==> src/core/ocs_pkg.sv <==
// constants, register map and types of the overcurrent stage
package ocs_pkg;
   // ------------------------------------------------------------
   // timing
   // ------------------------------------------------------------
   localparam int CLK_HZ        = 10_000_000;
   localparam int PROG_CYCLE_US = 1000;     // one program cycle, also 1 ms
   localparam int PROG_CYCLES   = CLK_HZ / 1_000_000 * PROG_CYCLE_US;
   localparam int HIST_STEP_MS  = 10;       // history sample spacing
   localparam int PRE_TRIG_MS   = 20;
   localparam int PRE_FAULT_MS  = 200;
   localparam int PRE_TRIG_IDX  = PRE_TRIG_MS / HIST_STEP_MS;
   localparam int HIST_DEPTH    = PRE_FAULT_MS / HIST_STEP_MS + 1;
   localparam int MAX_REMAIN_MS = 1_800_000; // 1800 s
   localparam int RESET_PCT     = 97;        // drop-off ratio
   localparam int LOG_DEPTH     = 12;
   localparam int NUM_EVENTS    = 18;
   // ------------------------------------------------------------
   // register offsets (byte addresses)
   // ------------------------------------------------------------
   localparam logic [7:0] OFS_CTRL     = 8'h00;
   localparam logic [7:0] OFS_THRESH   = 8'h04;
   localparam logic [7:0] OFS_DELAY    = 8'h08;
   localparam logic [7:0] OFS_HARMLIM  = 8'h0c;
   localparam logic [7:0] OFS_EVMASK   = 8'h10;
   localparam logic [7:0] OFS_STATUS   = 8'h14;
   localparam logic [7:0] OFS_CNTSTART = 8'h18;
   localparam logic [7:0] OFS_CNTTRIP  = 8'h1c;
   localparam logic [7:0] OFS_CNTBLK   = 8'h20;
   localparam logic [7:0] OFS_REMAIN   = 8'h24;
   localparam logic [7:0] OFS_LOGSEL   = 8'h28;
   localparam logic [7:0] OFS_LOGTIME  = 8'h2c;
   localparam logic [7:0] OFS_LOGINFO  = 8'h30;
   localparam logic [7:0] OFS_LOGCUR   = 8'h34;
   localparam logic [7:0] OFS_LOGPRE   = 8'h38;
   localparam logic [7:0] OFS_LOGREM   = 8'h3c;
   // ctrl fields
   localparam int CTRL_INV   = 0;
   localparam int CTRL_INR   = 1;
   localparam int CTRL_MAG   = 2;  // two bits
   localparam int CTRL_GRP   = 4;  // three bits
   localparam int CTRL_CLR   = 7;  // write one clears counters
   // ------------------------------------------------------------
   // reset values
   // ------------------------------------------------------------
   localparam logic [15:0] RST_THRESH  = 16'h0078; // 1.20 x In, 0.01 step
   localparam logic [20:0] RST_DELAY   = 21'h0003e8;
   localparam logic [12:0] RST_HARMLIM = 13'h0001; // 0.01 %
   localparam logic [17:0] RST_EVMASK  = 18'h3ffff;
   // ------------------------------------------------------------
   // types
   // ------------------------------------------------------------
   typedef enum logic [1:0] {MAG_FUND, MAG_TRUE, MAG_PP} ocs_mag_t;
   typedef enum logic [1:0] {ST_IDLE, ST_RUN, ST_BLOCKED} ocs_state_t;
   typedef enum logic [1:0] {REC_START, REC_TRIP, REC_BLOCK} ocs_recev_t;
   typedef struct packed {
      logic [31:0] stamp;
      ocs_recev_t  evKind;
      logic [2:0]  phases;
      logic [15:0] preTrig;
      logic [15:0] trigCur;
      logic [15:0] preFault;
      logic [20:0] remain;
      logic [2:0]  group;
   } ocs_rec_t;
endpackage : ocs_pkg

==> src/core/ocs_log_if.sv <==
// carrier between the stage and its fault record store
interface ocs_log_if;
   logic             wrEn;
   ocs_pkg::ocs_rec_t wrRec;
   logic [3:0]       rdIdx;
   ocs_pkg::ocs_rec_t rdRec;
   logic [3:0]       count;
   modport writer (output wrEn, wrRec, rdIdx, input rdRec, count);
   modport store  (input wrEn, wrRec, rdIdx, output rdRec, count);
endinterface : ocs_log_if

==> src/core/ocs_fault_log.sv <==
// circular store of the twelve latest fault records
module ocs_fault_log (
   input wire logic sys_clk,
   input wire logic rst,
   ocs_log_if.store lg
);
   ocs_pkg::ocs_rec_t mem [ocs_pkg::LOG_DEPTH];
   logic [3:0] wrPtr_reg;
   logic [3:0] count_reg;

   function automatic logic [3:0] wrap(input logic [4:0] v);
      return (v >= 5'(ocs_pkg::LOG_DEPTH)) ?
             4'(v - 5'(ocs_pkg::LOG_DEPTH)) : v[3:0];
   endfunction : wrap

   // write oldest slot first, pointer wraps at twelve
   always_ff @(posedge sys_clk or posedge rst) begin
      if (rst) begin
         wrPtr_reg <= 4'h0;
         count_reg <= 4'h0;
      end else if (lg.wrEn) begin
         wrPtr_reg <= wrap(5'(wrPtr_reg) + 5'h01);
         if (count_reg != 4'(ocs_pkg::LOG_DEPTH))
            count_reg <= count_reg + 4'h1;
      end
   end

   // record storage, no reset needed for data
   always_ff @(posedge sys_clk) begin
      if (lg.wrEn) mem[wrPtr_reg] <= lg.wrRec;
   end

   // index 0 reads the newest record
   assign lg.rdRec = mem[wrap(5'(wrPtr_reg) + 5'(ocs_pkg::LOG_DEPTH - 1)
                              - 5'(lg.rdIdx))];
   assign lg.count = count_reg;
endmodule : ocs_fault_log

==> src/core/ocs_pickup.sv <==
// per-phase pick-up comparator with drop-off hysteresis
module ocs_pickup (
   input  wire logic        sys_clk,
   input  wire logic        rst,
   input  wire logic [47:0] magFund,
   input  wire logic [47:0] magTrue,
   input  wire logic [47:0] magPp,
   input  wire logic [1:0]  magSel,
   input  wire logic [15:0] threshold,
   output logic [2:0]       pickPh,
   output logic [15:0]      maxMag
);
   logic [47:0] sel;
   logic [15:0] mx;

   // choose magnitude source, fundamental by default
   always_comb begin
      case (ocs_pkg::ocs_mag_t'(magSel))
         ocs_pkg::MAG_TRUE: sel = magTrue;
         ocs_pkg::MAG_PP:   sel = magPp;
         default:           sel = magFund;
      endcase
      mx = sel[15:0];
      for (int i = 1; i < 3; i++) begin
         if (sel[16*i +: 16] > mx) mx = sel[16*i +: 16];
      end
   end

   // set above threshold, clear below 97 percent of it
   always_ff @(posedge sys_clk or posedge rst) begin
      if (rst) begin
         pickPh <= 3'h0;
      end else begin
         for (int i = 0; i < 3; i++) begin
            if (sel[16*i +: 16] > threshold)
               pickPh[i] <= 1'b1;
            else if (24'(sel[16*i +: 16]) * 24'd100 <
                     24'(threshold) * 24'(ocs_pkg::RESET_PCT))
               pickPh[i] <= 1'b0;
         end
      end
   end

   // highest selected phase magnitude
   always_ff @(posedge sys_clk or posedge rst) begin
      if (rst) maxMag <= 16'h0;
      else     maxMag <= mx;
   end
endmodule : ocs_pickup

==> src/core/ocs_stage.sv <==
// overcurrent stage: blocking, start/trip, events, counters, fault log
//
// Decided for this implementation: the placing of the registers and the Wishbone register port.
module ocs_stage #(
   parameter int PROG_CYCLES = ocs_pkg::PROG_CYCLES
) (
   input  wire logic        sys_clk,
   input  wire logic        rst,
   input  wire logic        wb_cyc_i,
   input  wire logic        wb_stb_i,
   input  wire logic        wb_we_i,
   input  wire logic [7:0]  wb_adr_i,
   input  wire logic [3:0]  wb_sel_i,
   input  wire logic [31:0] wb_dat_i,
   output logic [31:0]      wb_dat_o,
   output logic             wb_ack_o,
   input  wire logic        blockIn,
   input  wire logic [47:0] magFund,
   input  wire logic [47:0] magTrue,
   input  wire logic [47:0] magPp,
   input  wire logic [15:0] harmRatio,
   output logic             startOut,
   output logic             tripOut,
   output logic             blockedOut,
   output logic [2:0]       startPhases,
   output logic [2:0]       tripPhases,
   output logic             evValid,
   output logic [4:0]       evCode,
   output logic [31:0]      evTime
);
   // ------------------------------------------------------------
   // declarations
   // ------------------------------------------------------------
   ocs_log_if lg ();
   ocs_pkg::ocs_state_t st_reg;
   logic [31:0] ctrl_reg;
   logic [15:0] thresh_reg;
   logic [20:0] delay_reg, remain_reg;
   logic [12:0] harmLim_reg;
   logic [17:0] evMask_reg, pend_reg, pendSet, pendClr;
   logic [15:0] cntStart_reg, cntTrip_reg, cntBlk_reg;
   logic [3:0]  logSel_reg;
   logic [8:0]  flags, prevFl_reg, rise, fall;
   logic [2:0]  startPh_reg, tripPh_reg, pickPh;
   logic [15:0] maxMag, hist [ocs_pkg::HIST_DEPTH];
   logic [31:0] msCount_reg, stamp_reg;
   logic [13:0] div_reg;
   logic [3:0]  histDiv_reg;
   logic        tick, tickD_reg, blkS1_reg, blkS2_reg;
   logic        inrush, anyPick, wbReq, wbWr;
   logic [20:0] step;
   logic [4:0]  nextEv;

   // lowest set bit of a pending vector
   function automatic logic [4:0] firstBit(input logic [17:0] v);
      firstBit = 5'h1f;
      for (int i = ocs_pkg::NUM_EVENTS - 1; i >= 0; i--) begin
         if (v[i]) firstBit = 5'(i);
      end
   endfunction : firstBit

   // ------------------------------------------------------------
   // program cycle divider and timestamp
   // ------------------------------------------------------------
   assign tick = (div_reg == 14'(PROG_CYCLES - 1));

   // one-cycle tick per program cycle, millisecond clock
   always_ff @(posedge sys_clk or posedge rst) begin
      if (rst) begin
         div_reg     <= 14'h0;
         msCount_reg <= 32'h0;
      end else if (tick) begin
         div_reg     <= 14'h0;
         msCount_reg <= msCount_reg + 32'h1;
      end else begin
         div_reg <= div_reg + 14'h1;
      end
   end

   // ------------------------------------------------------------
   // block input synchroniser and per-cycle sample
   // ------------------------------------------------------------
   always_ff @(posedge sys_clk or posedge rst) begin
      if (rst) begin
         blkS1_reg <= 1'b0;
         blkS2_reg <= 1'b0;
      end else begin
         blkS1_reg <= blockIn;
         blkS2_reg <= blkS1_reg;
      end
   end

   // ------------------------------------------------------------
   // pick-up comparator
   // ------------------------------------------------------------
   ocs_pickup u_pickup (
      .sys_clk   (sys_clk),
      .rst       (rst),
      .magFund   (magFund),
      .magTrue   (magTrue),
      .magPp     (magPp),
      .magSel    (ctrl_reg[ocs_pkg::CTRL_MAG +: 2]),
      .threshold (thresh_reg),
      .pickPh    (pickPh),
      .maxMag    (maxMag)
   );

   assign anyPick = |pickPh;
   // inrush blocks internal trip when enabled and over limit
   assign inrush  = ctrl_reg[ocs_pkg::CTRL_INR] &
                    (harmRatio > 16'(harmLim_reg));

   // inverse mode shortens by current multiple per program cycle
   always_comb begin
      step = 21'h1;
      if (ctrl_reg[ocs_pkg::CTRL_INV] && thresh_reg != 16'h0 &&
          maxMag > thresh_reg)
         step = 21'(maxMag / thresh_reg);
   end

   // ------------------------------------------------------------
   // start / trip / blocked sequence, advanced once per cycle
   // ------------------------------------------------------------
   always_ff @(posedge sys_clk or posedge rst) begin
      if (rst) begin
         st_reg      <= ocs_pkg::ST_IDLE;
         remain_reg  <= 21'h0;
         startPh_reg <= 3'h0;
         tripPh_reg  <= 3'h0;
      end else if (tick) begin
         case (st_reg)
            ocs_pkg::ST_IDLE: begin
               // block is read only at the tick edge
               if (anyPick && blkS2_reg) begin
                  st_reg <= ocs_pkg::ST_BLOCKED;
               end else if (anyPick) begin
                  st_reg      <= ocs_pkg::ST_RUN;
                  remain_reg  <= delay_reg;
                  startPh_reg <= pickPh;
               end
            end
            ocs_pkg::ST_RUN: begin
               if (blkS2_reg || !anyPick) begin
                  st_reg      <= ocs_pkg::ST_IDLE;
                  remain_reg  <= 21'h0;
                  startPh_reg <= 3'h0;
                  tripPh_reg  <= 3'h0;
               end else begin
                  startPh_reg <= pickPh;
                  if (remain_reg > step)
                     remain_reg <= remain_reg - step;
                  else
                     remain_reg <= 21'h0;
                  if (remain_reg == 21'h0 && !inrush)
                     tripPh_reg <= pickPh;
               end
            end
            ocs_pkg::ST_BLOCKED: begin
               if (!anyPick) st_reg <= ocs_pkg::ST_IDLE;
            end
            default: st_reg <= ocs_pkg::ST_IDLE;
         endcase
      end
   end

   // overall start and trip outputs are the or of the phases
   assign startPhases = startPh_reg;
   assign tripPhases  = tripPh_reg;
   assign startOut    = |startPh_reg;
   assign tripOut     = |tripPh_reg;
   assign blockedOut  = (st_reg == ocs_pkg::ST_BLOCKED);

   // ------------------------------------------------------------
   // change detection, one cycle after the sequence moves
   // ------------------------------------------------------------
   assign flags = {tripPh_reg, startPh_reg, blockedOut, tripOut, startOut};
   assign rise  = tickD_reg ? (flags & ~prevFl_reg) : 9'h0;
   assign fall  = tickD_reg ? (~flags & prevFl_reg) : 9'h0;

   // previous flags and change stamp
   always_ff @(posedge sys_clk or posedge rst) begin
      if (rst) begin
         tickD_reg  <= 1'b0;
         prevFl_reg <= 9'h0;
         stamp_reg  <= 32'h0;
      end else begin
         tickD_reg <= tick;
         if (tickD_reg) begin
            prevFl_reg <= flags;
            if (|(flags ^ prevFl_reg)) stamp_reg <= msCount_reg;
         end
      end
   end

   // ------------------------------------------------------------
   // event queue: even bit on, odd bit off
   // ------------------------------------------------------------
   always_comb begin
      for (int g = 0; g < 9; g++) begin
         pendSet[2*g]   = rise[g];
         pendSet[2*g+1] = fall[g];
      end
      nextEv  = firstBit(pend_reg);
      pendClr = 18'h0;
      if (nextEv != 5'h1f) pendClr[nextEv] = 1'b1;
   end

   // new changes win over the drain of the same bit
   always_ff @(posedge sys_clk or posedge rst) begin
      if (rst) pend_reg <= 18'h0;
      else     pend_reg <= (pend_reg & ~pendClr) | pendSet;
   end

   // one event per clock, masked ones dropped silently
   always_ff @(posedge sys_clk or posedge rst) begin
      if (rst) begin
         evValid <= 1'b0;
         evCode  <= 5'h0;
         evTime  <= 32'h0;
      end else begin
         evValid <= (nextEv != 5'h1f) && evMask_reg[nextEv];
         evCode  <= nextEv;
         evTime  <= stamp_reg;
      end
   end

   // ------------------------------------------------------------
   // cumulative counters
   // ------------------------------------------------------------
   always_ff @(posedge sys_clk or posedge rst) begin
      if (rst) begin
         cntStart_reg <= 16'h0;
         cntTrip_reg  <= 16'h0;
         cntBlk_reg   <= 16'h0;
      end else if (ctrl_reg[ocs_pkg::CTRL_CLR]) begin
         cntStart_reg <= 16'h0;
         cntTrip_reg  <= 16'h0;
         cntBlk_reg   <= 16'h0;
      end else begin
         if (rise[0]) cntStart_reg <= cntStart_reg + 16'h1;
         if (rise[1]) cntTrip_reg  <= cntTrip_reg + 16'h1;
         if (rise[2]) cntBlk_reg   <= cntBlk_reg + 16'h1;
      end
   end

   // ------------------------------------------------------------
   // current history every 10 ms, for pre-trigger and pre-fault
   // ------------------------------------------------------------
   always_ff @(posedge sys_clk or posedge rst) begin
      if (rst) begin
         histDiv_reg <= 4'h0;
         for (int i = 0; i < ocs_pkg::HIST_DEPTH; i++) hist[i] <= 16'h0;
      end else if (tick) begin
         if (histDiv_reg == 4'(ocs_pkg::HIST_STEP_MS - 1)) begin
            histDiv_reg <= 4'h0;
            hist[0] <= maxMag;
            for (int i = 1; i < ocs_pkg::HIST_DEPTH; i++)
               hist[i] <= hist[i-1];
         end else begin
            histDiv_reg <= histDiv_reg + 4'h1;
         end
      end
   end

   // ------------------------------------------------------------
   // fault record on on-transitions, trip first
   // ------------------------------------------------------------
   assign lg.wrEn = rise[0] | rise[1] | rise[2];
   assign lg.wrRec.stamp    = msCount_reg;
   assign lg.wrRec.evKind   = rise[1] ? ocs_pkg::REC_TRIP :
                              rise[0] ? ocs_pkg::REC_START :
                                        ocs_pkg::REC_BLOCK;
   assign lg.wrRec.phases   = rise[2] ? pickPh :
                              (rise[1] ? tripPh_reg : startPh_reg);
   assign lg.wrRec.preTrig  = hist[ocs_pkg::PRE_TRIG_IDX];
   assign lg.wrRec.trigCur  = maxMag;
   assign lg.wrRec.preFault = hist[ocs_pkg::HIST_DEPTH - 1];
   assign lg.wrRec.remain   = remain_reg;
   assign lg.wrRec.group    = ctrl_reg[ocs_pkg::CTRL_GRP +: 3];
   assign lg.rdIdx          = logSel_reg;

   ocs_fault_log u_log (
      .sys_clk (sys_clk),
      .rst     (rst),
      .lg      (lg.store)
   );

   // ------------------------------------------------------------
   // wishbone classic slave, ack one cycle after request
   // ------------------------------------------------------------
   assign wbReq = wb_cyc_i & wb_stb_i & ~wb_ack_o;
   assign wbWr  = wbReq & wb_we_i & wb_sel_i[0];

   // writable settings; counter clear self-clears
   always_ff @(posedge sys_clk or posedge rst) begin
      if (rst) begin
         ctrl_reg    <= 32'h0;
         thresh_reg  <= ocs_pkg::RST_THRESH;
         delay_reg   <= ocs_pkg::RST_DELAY;
         harmLim_reg <= ocs_pkg::RST_HARMLIM;
         evMask_reg  <= ocs_pkg::RST_EVMASK;
         logSel_reg  <= 4'h0;
      end else begin
         ctrl_reg[ocs_pkg::CTRL_CLR] <= 1'b0;
         if (wbWr) begin
            case (wb_adr_i)
               ocs_pkg::OFS_CTRL:    ctrl_reg <= {24'h0, wb_dat_i[7:0]};
               ocs_pkg::OFS_THRESH:  thresh_reg  <= wb_dat_i[15:0];
               ocs_pkg::OFS_DELAY:   delay_reg   <= wb_dat_i[20:0];
               ocs_pkg::OFS_HARMLIM: harmLim_reg <= wb_dat_i[12:0];
               ocs_pkg::OFS_EVMASK:  evMask_reg  <= wb_dat_i[17:0];
               ocs_pkg::OFS_LOGSEL:  logSel_reg  <= wb_dat_i[3:0];
               default: ;
            endcase
         end
      end
   end

   // ack and read data; unmapped reads return zero
   always_ff @(posedge sys_clk or posedge rst) begin
      if (rst) begin
         wb_ack_o <= 1'b0;
         wb_dat_o <= 32'h0;
      end else begin
         wb_ack_o <= wbReq;
         if (wbReq) begin
            case (wb_adr_i)
               ocs_pkg::OFS_CTRL:     wb_dat_o <= {25'h0, ctrl_reg[6:0]};
               ocs_pkg::OFS_THRESH:   wb_dat_o <= {16'h0, thresh_reg};
               ocs_pkg::OFS_DELAY:    wb_dat_o <= {11'h0, delay_reg};
               ocs_pkg::OFS_HARMLIM:  wb_dat_o <= {19'h0, harmLim_reg};
               ocs_pkg::OFS_EVMASK:   wb_dat_o <= {14'h0, evMask_reg};
               ocs_pkg::OFS_STATUS:   wb_dat_o <= {22'h0, inrush, flags};
               ocs_pkg::OFS_CNTSTART: wb_dat_o <= {16'h0, cntStart_reg};
               ocs_pkg::OFS_CNTTRIP:  wb_dat_o <= {16'h0, cntTrip_reg};
               ocs_pkg::OFS_CNTBLK:   wb_dat_o <= {16'h0, cntBlk_reg};
               ocs_pkg::OFS_REMAIN:   wb_dat_o <= {11'h0, remain_reg};
               ocs_pkg::OFS_LOGSEL:
                  wb_dat_o <= {20'h0, lg.count, 4'h0, logSel_reg};
               ocs_pkg::OFS_LOGTIME:  wb_dat_o <= lg.rdRec.stamp;
               ocs_pkg::OFS_LOGINFO:
                  wb_dat_o <= {24'h0, lg.rdRec.group, lg.rdRec.phases,
                               lg.rdRec.evKind};
               ocs_pkg::OFS_LOGCUR:
                  wb_dat_o <= {lg.rdRec.trigCur, lg.rdRec.preTrig};
               ocs_pkg::OFS_LOGPRE:   wb_dat_o <= {16'h0, lg.rdRec.preFault};
               ocs_pkg::OFS_LOGREM:   wb_dat_o <= {11'h0, lg.rdRec.remain};
               default:               wb_dat_o <= 32'h0;
            endcase
         end
      end
   end
endmodule : ocs_stage

==> config.mk <==
export PLATFORM = sky130hd
export DESIGN_NAME = ocs_stage
export DESIGN_NICKNAME = d
export VERILOG_FILES = /design/src/core/ocs_pkg.sv /design/src/core/ocs_log_if.sv /design/src/core/ocs_fault_log.sv /design/src/core/ocs_pickup.sv /design/src/core/ocs_stage.sv
export SDC_FILE = /design/constraint.sdc
export NUM_CORES = 2
export LEC_CHECK = 0
export BUFFER_PORTS_ARGS = -buffer_cell sky130_fd_sc_hd__buf_2
export CORE_ASPECT_RATIO = 1.75
export CORE_UTILIZATION = 59
export DETAILED_ROUTE_END_ITERATION = 8
export PLACE_DENSITY = 0.84
export SETUP_SLACK_MARGIN = 0.4
export SYNTH_ARGS = -nofsm -noshare
export SYNTH_HDL_FRONTEND = slang
export SYNTH_SLANG_ARGS = --single-unit
==> constraint.sdc <==
create_clock -name sys_clk -period 74.5 [get_ports sys_clk]
set_clock_uncertainty 0.15 [all_clocks]
set_input_delay 18.625 -clock sys_clk [delete_from_list [all_inputs] [get_ports sys_clk]]
set_output_delay 18.625 -clock sys_clk [all_outputs]
set_load 0.05 [all_outputs]
**Word level (Yosys, flattened, before mapping)**

Memory sizes are Yosys's and may differ from the RTL's.
Cells that the tools add are included.

- Bits in registers: 703
- RAM bits: 1,308
- Input bits: 210
- Output and inout port bits: 80
- Word-level logic and storage cells: 240
- Memories: 1

Memories:

| name | depth | width | rd ports | clocked after Yosys merged registers in | write ports | line | source |
|---|---|---|---|---|---|---|---|
| u_log.mem | 12 | 109 | 1 | 0 | 1 | ocs_fault_log.sv:7 | `ocs_pkg::ocs_rec_t mem [ocs_pkg::LOG_DEPTH];` |

- Add/subtract/negate cells: 13
- $mul: 4
- Div/mod/pow operators: 1
- Order comparisons: 15
- Eq/ne operators: 28
- Mux-type cells: 70
- Bitwise logic cells: 16
- Reductions and logical operators: 37

Operator list:

| operator | count |
|---|---|
| case mux 32 bit (16 select lines) | 1 |
| 2-to-1 mux 16 bit | 8 |
| 2-to-1 mux 21 bit | 5 |
| greater-than comparator 16 bit | 6 |
| case mux 48 bit (2 select lines) | 1 |
| 2-to-1 mux 5 bit | 17 |
| < comparator 23 bit | 3 |
| == test 8 x 6 -> 1 bit (second input constant) | 8 |
| multiplier 16 x 5 -> 21 bit (second input constant) | 3 |
| adder 16 x 1 -> 16 bit (second input constant) | 3 |
| case mux 21 bit (2 select lines) | 1 |
| adder 32 x 1 -> 32 bit (second input constant) | 1 |
| == test 8 x 5 -> 1 bit (second input constant) | 4 |
| multiplier 16 x 7 -> 23 bit (second input constant) | 1 |
| divider 16 x 16 -> 21 bit | 1 |
| greater-than comparator 21 bit | 1 |
| zero test 21 bit | 1 |
| 2-to-1 mux 3 bit | 7 |
| subtractor 21 bit | 1 |
| bitwise AND 18 bit | 1 |
| bitwise AND 9 bit | 2 |
| 2-to-1 mux 18 bit | 1 |
| 2-to-1 mux 9 bit | 2 |
| NOT 18 bit | 1 |
| 47 further kinds | 104 |

**Depth between registers and ports, before layout**

- Depth after elaboration: 26
- Mapped depth: 229
- Depth with buffers taken out: 212

**By module**

A second synthesis with hierarchy kept.

- Cells, all modules: 8,182
- Area total of the unflattened synthesis: 102,127.9 sq um

By module, submodules not included:

| module | times used | cells an instance | area each (sq um) | sequential area each (sq um) |
|---|---|---|---|---|
| ocs_fault_log | 1 | 2,311 | 50,991.4 | 39,477.9 |
| ocs_stage | 1 | 4,581 | 40,196.1 | 16,952.5 |
| ocs_pickup | 1 | 1,290 | 10,940.5 | 475.5 |

**Worst setup path after synthesis**

Ideal clock, no wire load.

- Kind: flip-flop to flip-flop
- Start: register thresh_reg[15]
- End: register remain_reg[9]
- Library setup time: 0.066 ns
- Arrival: 44.975 ns
- Setup slack: 29.309 ns
- Cell stages (with the launch flop): 213
- Buffers on the path: 20
- Path through: dfrtp_1 > buf_4 > inv_1 > ha_1 > nand3_1 > nor3_1 > nor3b_1 > ha_1 > o21a_1 > o2111ai_1 > nand3_1 > o21ai_0 > ha_1 > nand4b_1 > nor3_1 > and4_1 > nor3_1 > nor2_1 > [... 177 more ...] > o221ai_1 > ha_1 > nor2b_1 > o21ai_0 > a21boi_0 > o21ai_0 > a21boi_0 > o21ai_0 > a21boi_0 > o21a_1 > o21ai_0 > a211oi_1 > nor3_1 > o41ai_1 > a211o_1 > nand2_1 > or3b_2 > nand2_1

- Cells in the longest elaborated chain, start to end: 8

Ends and longest elaborated chain:

| item | line | source |
|---|---|---|
| from (decl) | ocs_stage.sv:37 | `logic [15:0] thresh_reg;` |
| from (signal assigned) | ocs_stage.sv:298 | `thresh_reg <= ocs_pkg::RST_THRESH;` |
| from (signal assigned) | ocs_stage.sv:308 | `ocs_pkg::OFS_THRESH: thresh_reg <= wb_dat_i[15:0];` |
| branches (longest 3 deep; another with divider 16 x 16 -> 21 bit) | -- |  |
| 2-to-1 mux 21 bit (*) | ocs_stage.sv:116 | `if (ctrl_reg[ocs_pkg::CTRL_INV] && thresh_reg != 16'h0 &&` |
| subtractor 21 bit or greater-than comparator 21 bit (tied branches) | ocs_stage.sv:151, ocs_stage.sv:150 |  |
| 2-to-1 mux 21 bit (*) | ocs_stage.sv:150 | `if (remain_reg > step)` |
| 2-to-1 mux 21 bit (*) | ocs_stage.sv:143 | `if (blkS2_reg \|\| !anyPick) begin` |
| case mux 21 bit (2 select lines) (*) | ocs_stage.sv:131 | `case (st_reg)` |
| to (signal assigned) | ocs_stage.sv:138 | `remain_reg <= delay_reg;` |
| to (signal assigned) | ocs_stage.sv:151 | `remain_reg <= remain_reg - step;` |
| to (decl) | ocs_stage.sv:38 | `logic [20:0] delay_reg, remain_reg;` |

Every way passes the cells marked *.
A chain may end at the register's enable or synchronous reset.

**Final worst setup path**

- Start: register thresh_reg[11]
- End: register remain_reg[9]

The elaborated chain is that of the path after synthesis.

==> out/qor.txt <==
critical path data required time: 75100 ps
H-tree depth: 4
CTS root buf: clkbuf_16
WL per Instance: 30.9 µm
Vias: 67730
Port Buffers: 275
worst r2r src: thresh_reg[11]
Vias/cell: 6.83
max-cap violations: 1
GR Overflow Total: 0
#FFs+latches synth: 2011
GRT Util Overall: 35.8%
top cell type's share of synthesized area: 39.3%
Largest Register: u_log.mem
Routed Antenna Nets: 0
RSZ-0062 raised after global routing: false
initial antenna violation count: 33
CTS tree: built
Die H: 547 µm
CP Launch Type: flip-flop
worst slew margin relative to its limit: -0.391%
hold_sp: blkS1_reg
Rows: 199
most used cell, CP: ha_1
Post-synth EDFFs: 1308
post-route setup TNS: 0 ps
Largest regs: u_log.mem: 1308 flops, hist: 336 flops
number of setup violations in the final report: 0
Total Routed Length: 306 mm
Cell Pwr Density: 21.7 nW/µm²
fin crit share: 75.6%
FMAX: 17.8 MHz
Clock Latency Late Sink: 820 ps
Core Util, Final: 65.6%
PostCTS Resize Cnt: 0
largest net degree at the start of global routing: 111
Avg Cell Area, Syn: 13.8 µm²
hold buffer count at CTS: 0
Synth async-reset ratio: 35.0%
Die X: 313 µm
Total Nets Final: 8500
worst setup path start: thresh_reg[11]
Syn Inst Count: 7236
initial drt markers: 6680
crit-path max FO: 25
Unique masters post-synth: 109
worst slew pin tran: 1500 ps
DRC violation count after routing: 0
Worst-path clk slew: 70 ps
post-CTS setup buffer count: 0
fraction of layout cells with a size suffix above 1: 21.1%
CP peak stage delay: 940 ps
first-pass GRT wire length: 451 mm
Final Max Tran Viols: 1
CP Capture Type: flip-flop
sequential area share after synthesis: 56.9%
status: finished with violations
CTS Buffer Depth: 4
most common cell in the synthesized netlist: edfxtp_1
Worst VDD drop: 0.0180 mV
post-place instance area: 105000 µm²
Final min period: 56330 ps
Layout area overhead: 10.2%
Largest register FFs: 1308
Hold Path Class: reg -> reg
vias in the first global route: 70846
failing checks: capacitance limit, slew limit
post-synth top area cell: edfxtp_1
Routability Congestion: 0.969
final instance area: 110000 µm²
num ports: 290
Cell Area, Synth: 100000 µm²
Syn. warnings: 0
core area: 168000 µm²
critical path arrival: 56930 ps
1st-pass router iterations: 7
clock sinks: 2011
critical setup path kind: reg -> reg
hpwl dp: 193 mm
CTS Buf Count: 171
Die ar.: 171000 µm²
LEAKAGE: 0.0433 µW
Post-synth top flop: edfxtp_1
Min Hold Slack: 210 ps
top post-synthesis cells by area: edfxtp_1 (39%), dfrtp_1 (17%), ha_1 (8.6%)
Hold Fails Final Rpt: 0
CP max stage cell: o31ai_1
Initial Util: 59.5%
Commonest cells post-synth: edfxtp_1 (1308), ha_1 (689), dfrtp_1 (674), mux2_2 (465), nand2_1 (422)
[cells in the final DEF, fill, tap and decap left out, drive strengths merged, types with 174 or more instances in the layout]
| cell type | n |
|---|---|
| mux2 | 485 |
| dfrtp | 674 |
| o21ai | 313 |
| ha | 689 |
| a22oi | 193 |
| a21oi | 363 |
| mux4 | 327 |
| clkbuf | 241 |
| buf | 436 |
| xnor2 | 174 |
| edfxtp | 1308 |
| nor2 | 347 |
| nand2 | 423 |
| inv | 316 |
[final timing paths]
kind / end / slack [ps] / cells past startpoint
max reg2reg: remain_reg[9] / 18170 / 204
min reg2reg: blkS2_reg / 210 / 0
min: blkS2_reg / 210 / 0
max: remain_reg[9] / 18170 / 204
min in group asynchronous: evTime[31] / 17750 / 2
max in group asynchronous: hist[85] / 53030 / 5
[critical path: cells and delay by family (launching register included)]
family / cells / cell delay (ps)
muxes: 3 / 1100
DFF: 1 / 570
AOI/OAI and AO/OA: 113 / 30360
and+or+nand+nor: 56 / 14390
buffers and inverters: 10 / 2270
adders and majority gates: 22 / 7210
[stage by stage]
step,std cells,total power [µW],worst slack (ps)
finish,9920,2390,18170
global placement,9596,1470,20980
detailed placement,9596,1480,19850
global route,9907,2460,14900
floorplan,7239,1390,29310
CTS,9904,2390,19610
[kinds of logic after synthesis]
family                   share of synthesized area [%]
XOR/XNOR                                          2.47
AND/OR/NAND/NOR                                   6.68
multiplexers                                      13.2
other                                          0.00375
adder cells (fa/ha/maj)                           9.48
flip-flops                                        56.9
AO/OA/AOI/OAI                                     8.98
buffers and inverters                             2.28
[area by class of cell]
class,instances,area (µm²)
fillers,11147,57900
flip-flops and latches,2011,56900
multi-input cells,4629,41100
clock buffers,241,4940
well taps,2211,2770
repair buffers,436,2620
inverters,309,1170
clock inverters,67,701
diodes,16,40.0
[power breakdown]
group / switching [µW] / total, µW / leakage (µW) / internal (µW)
Clock: 420 / 928 / 0.00276 / 508
Combinational: 168 / 273 / 0.0204 / 105
Sequential: 3.78 / 1190 / 0.0202 / 1190
Total: 591 / 2390 / 0.0433 / 1800
[per-layer routing]
layer,vias up,wire length (µm),global-route usage (%)
li1,28214,-,-
met1,33406,96100,38.0
met2,4631,151000,60.6
met3,1453,28200,7.56
met4,26,31400,30.8
met5,-,170,0
Power figures use the tool's default switching activity.
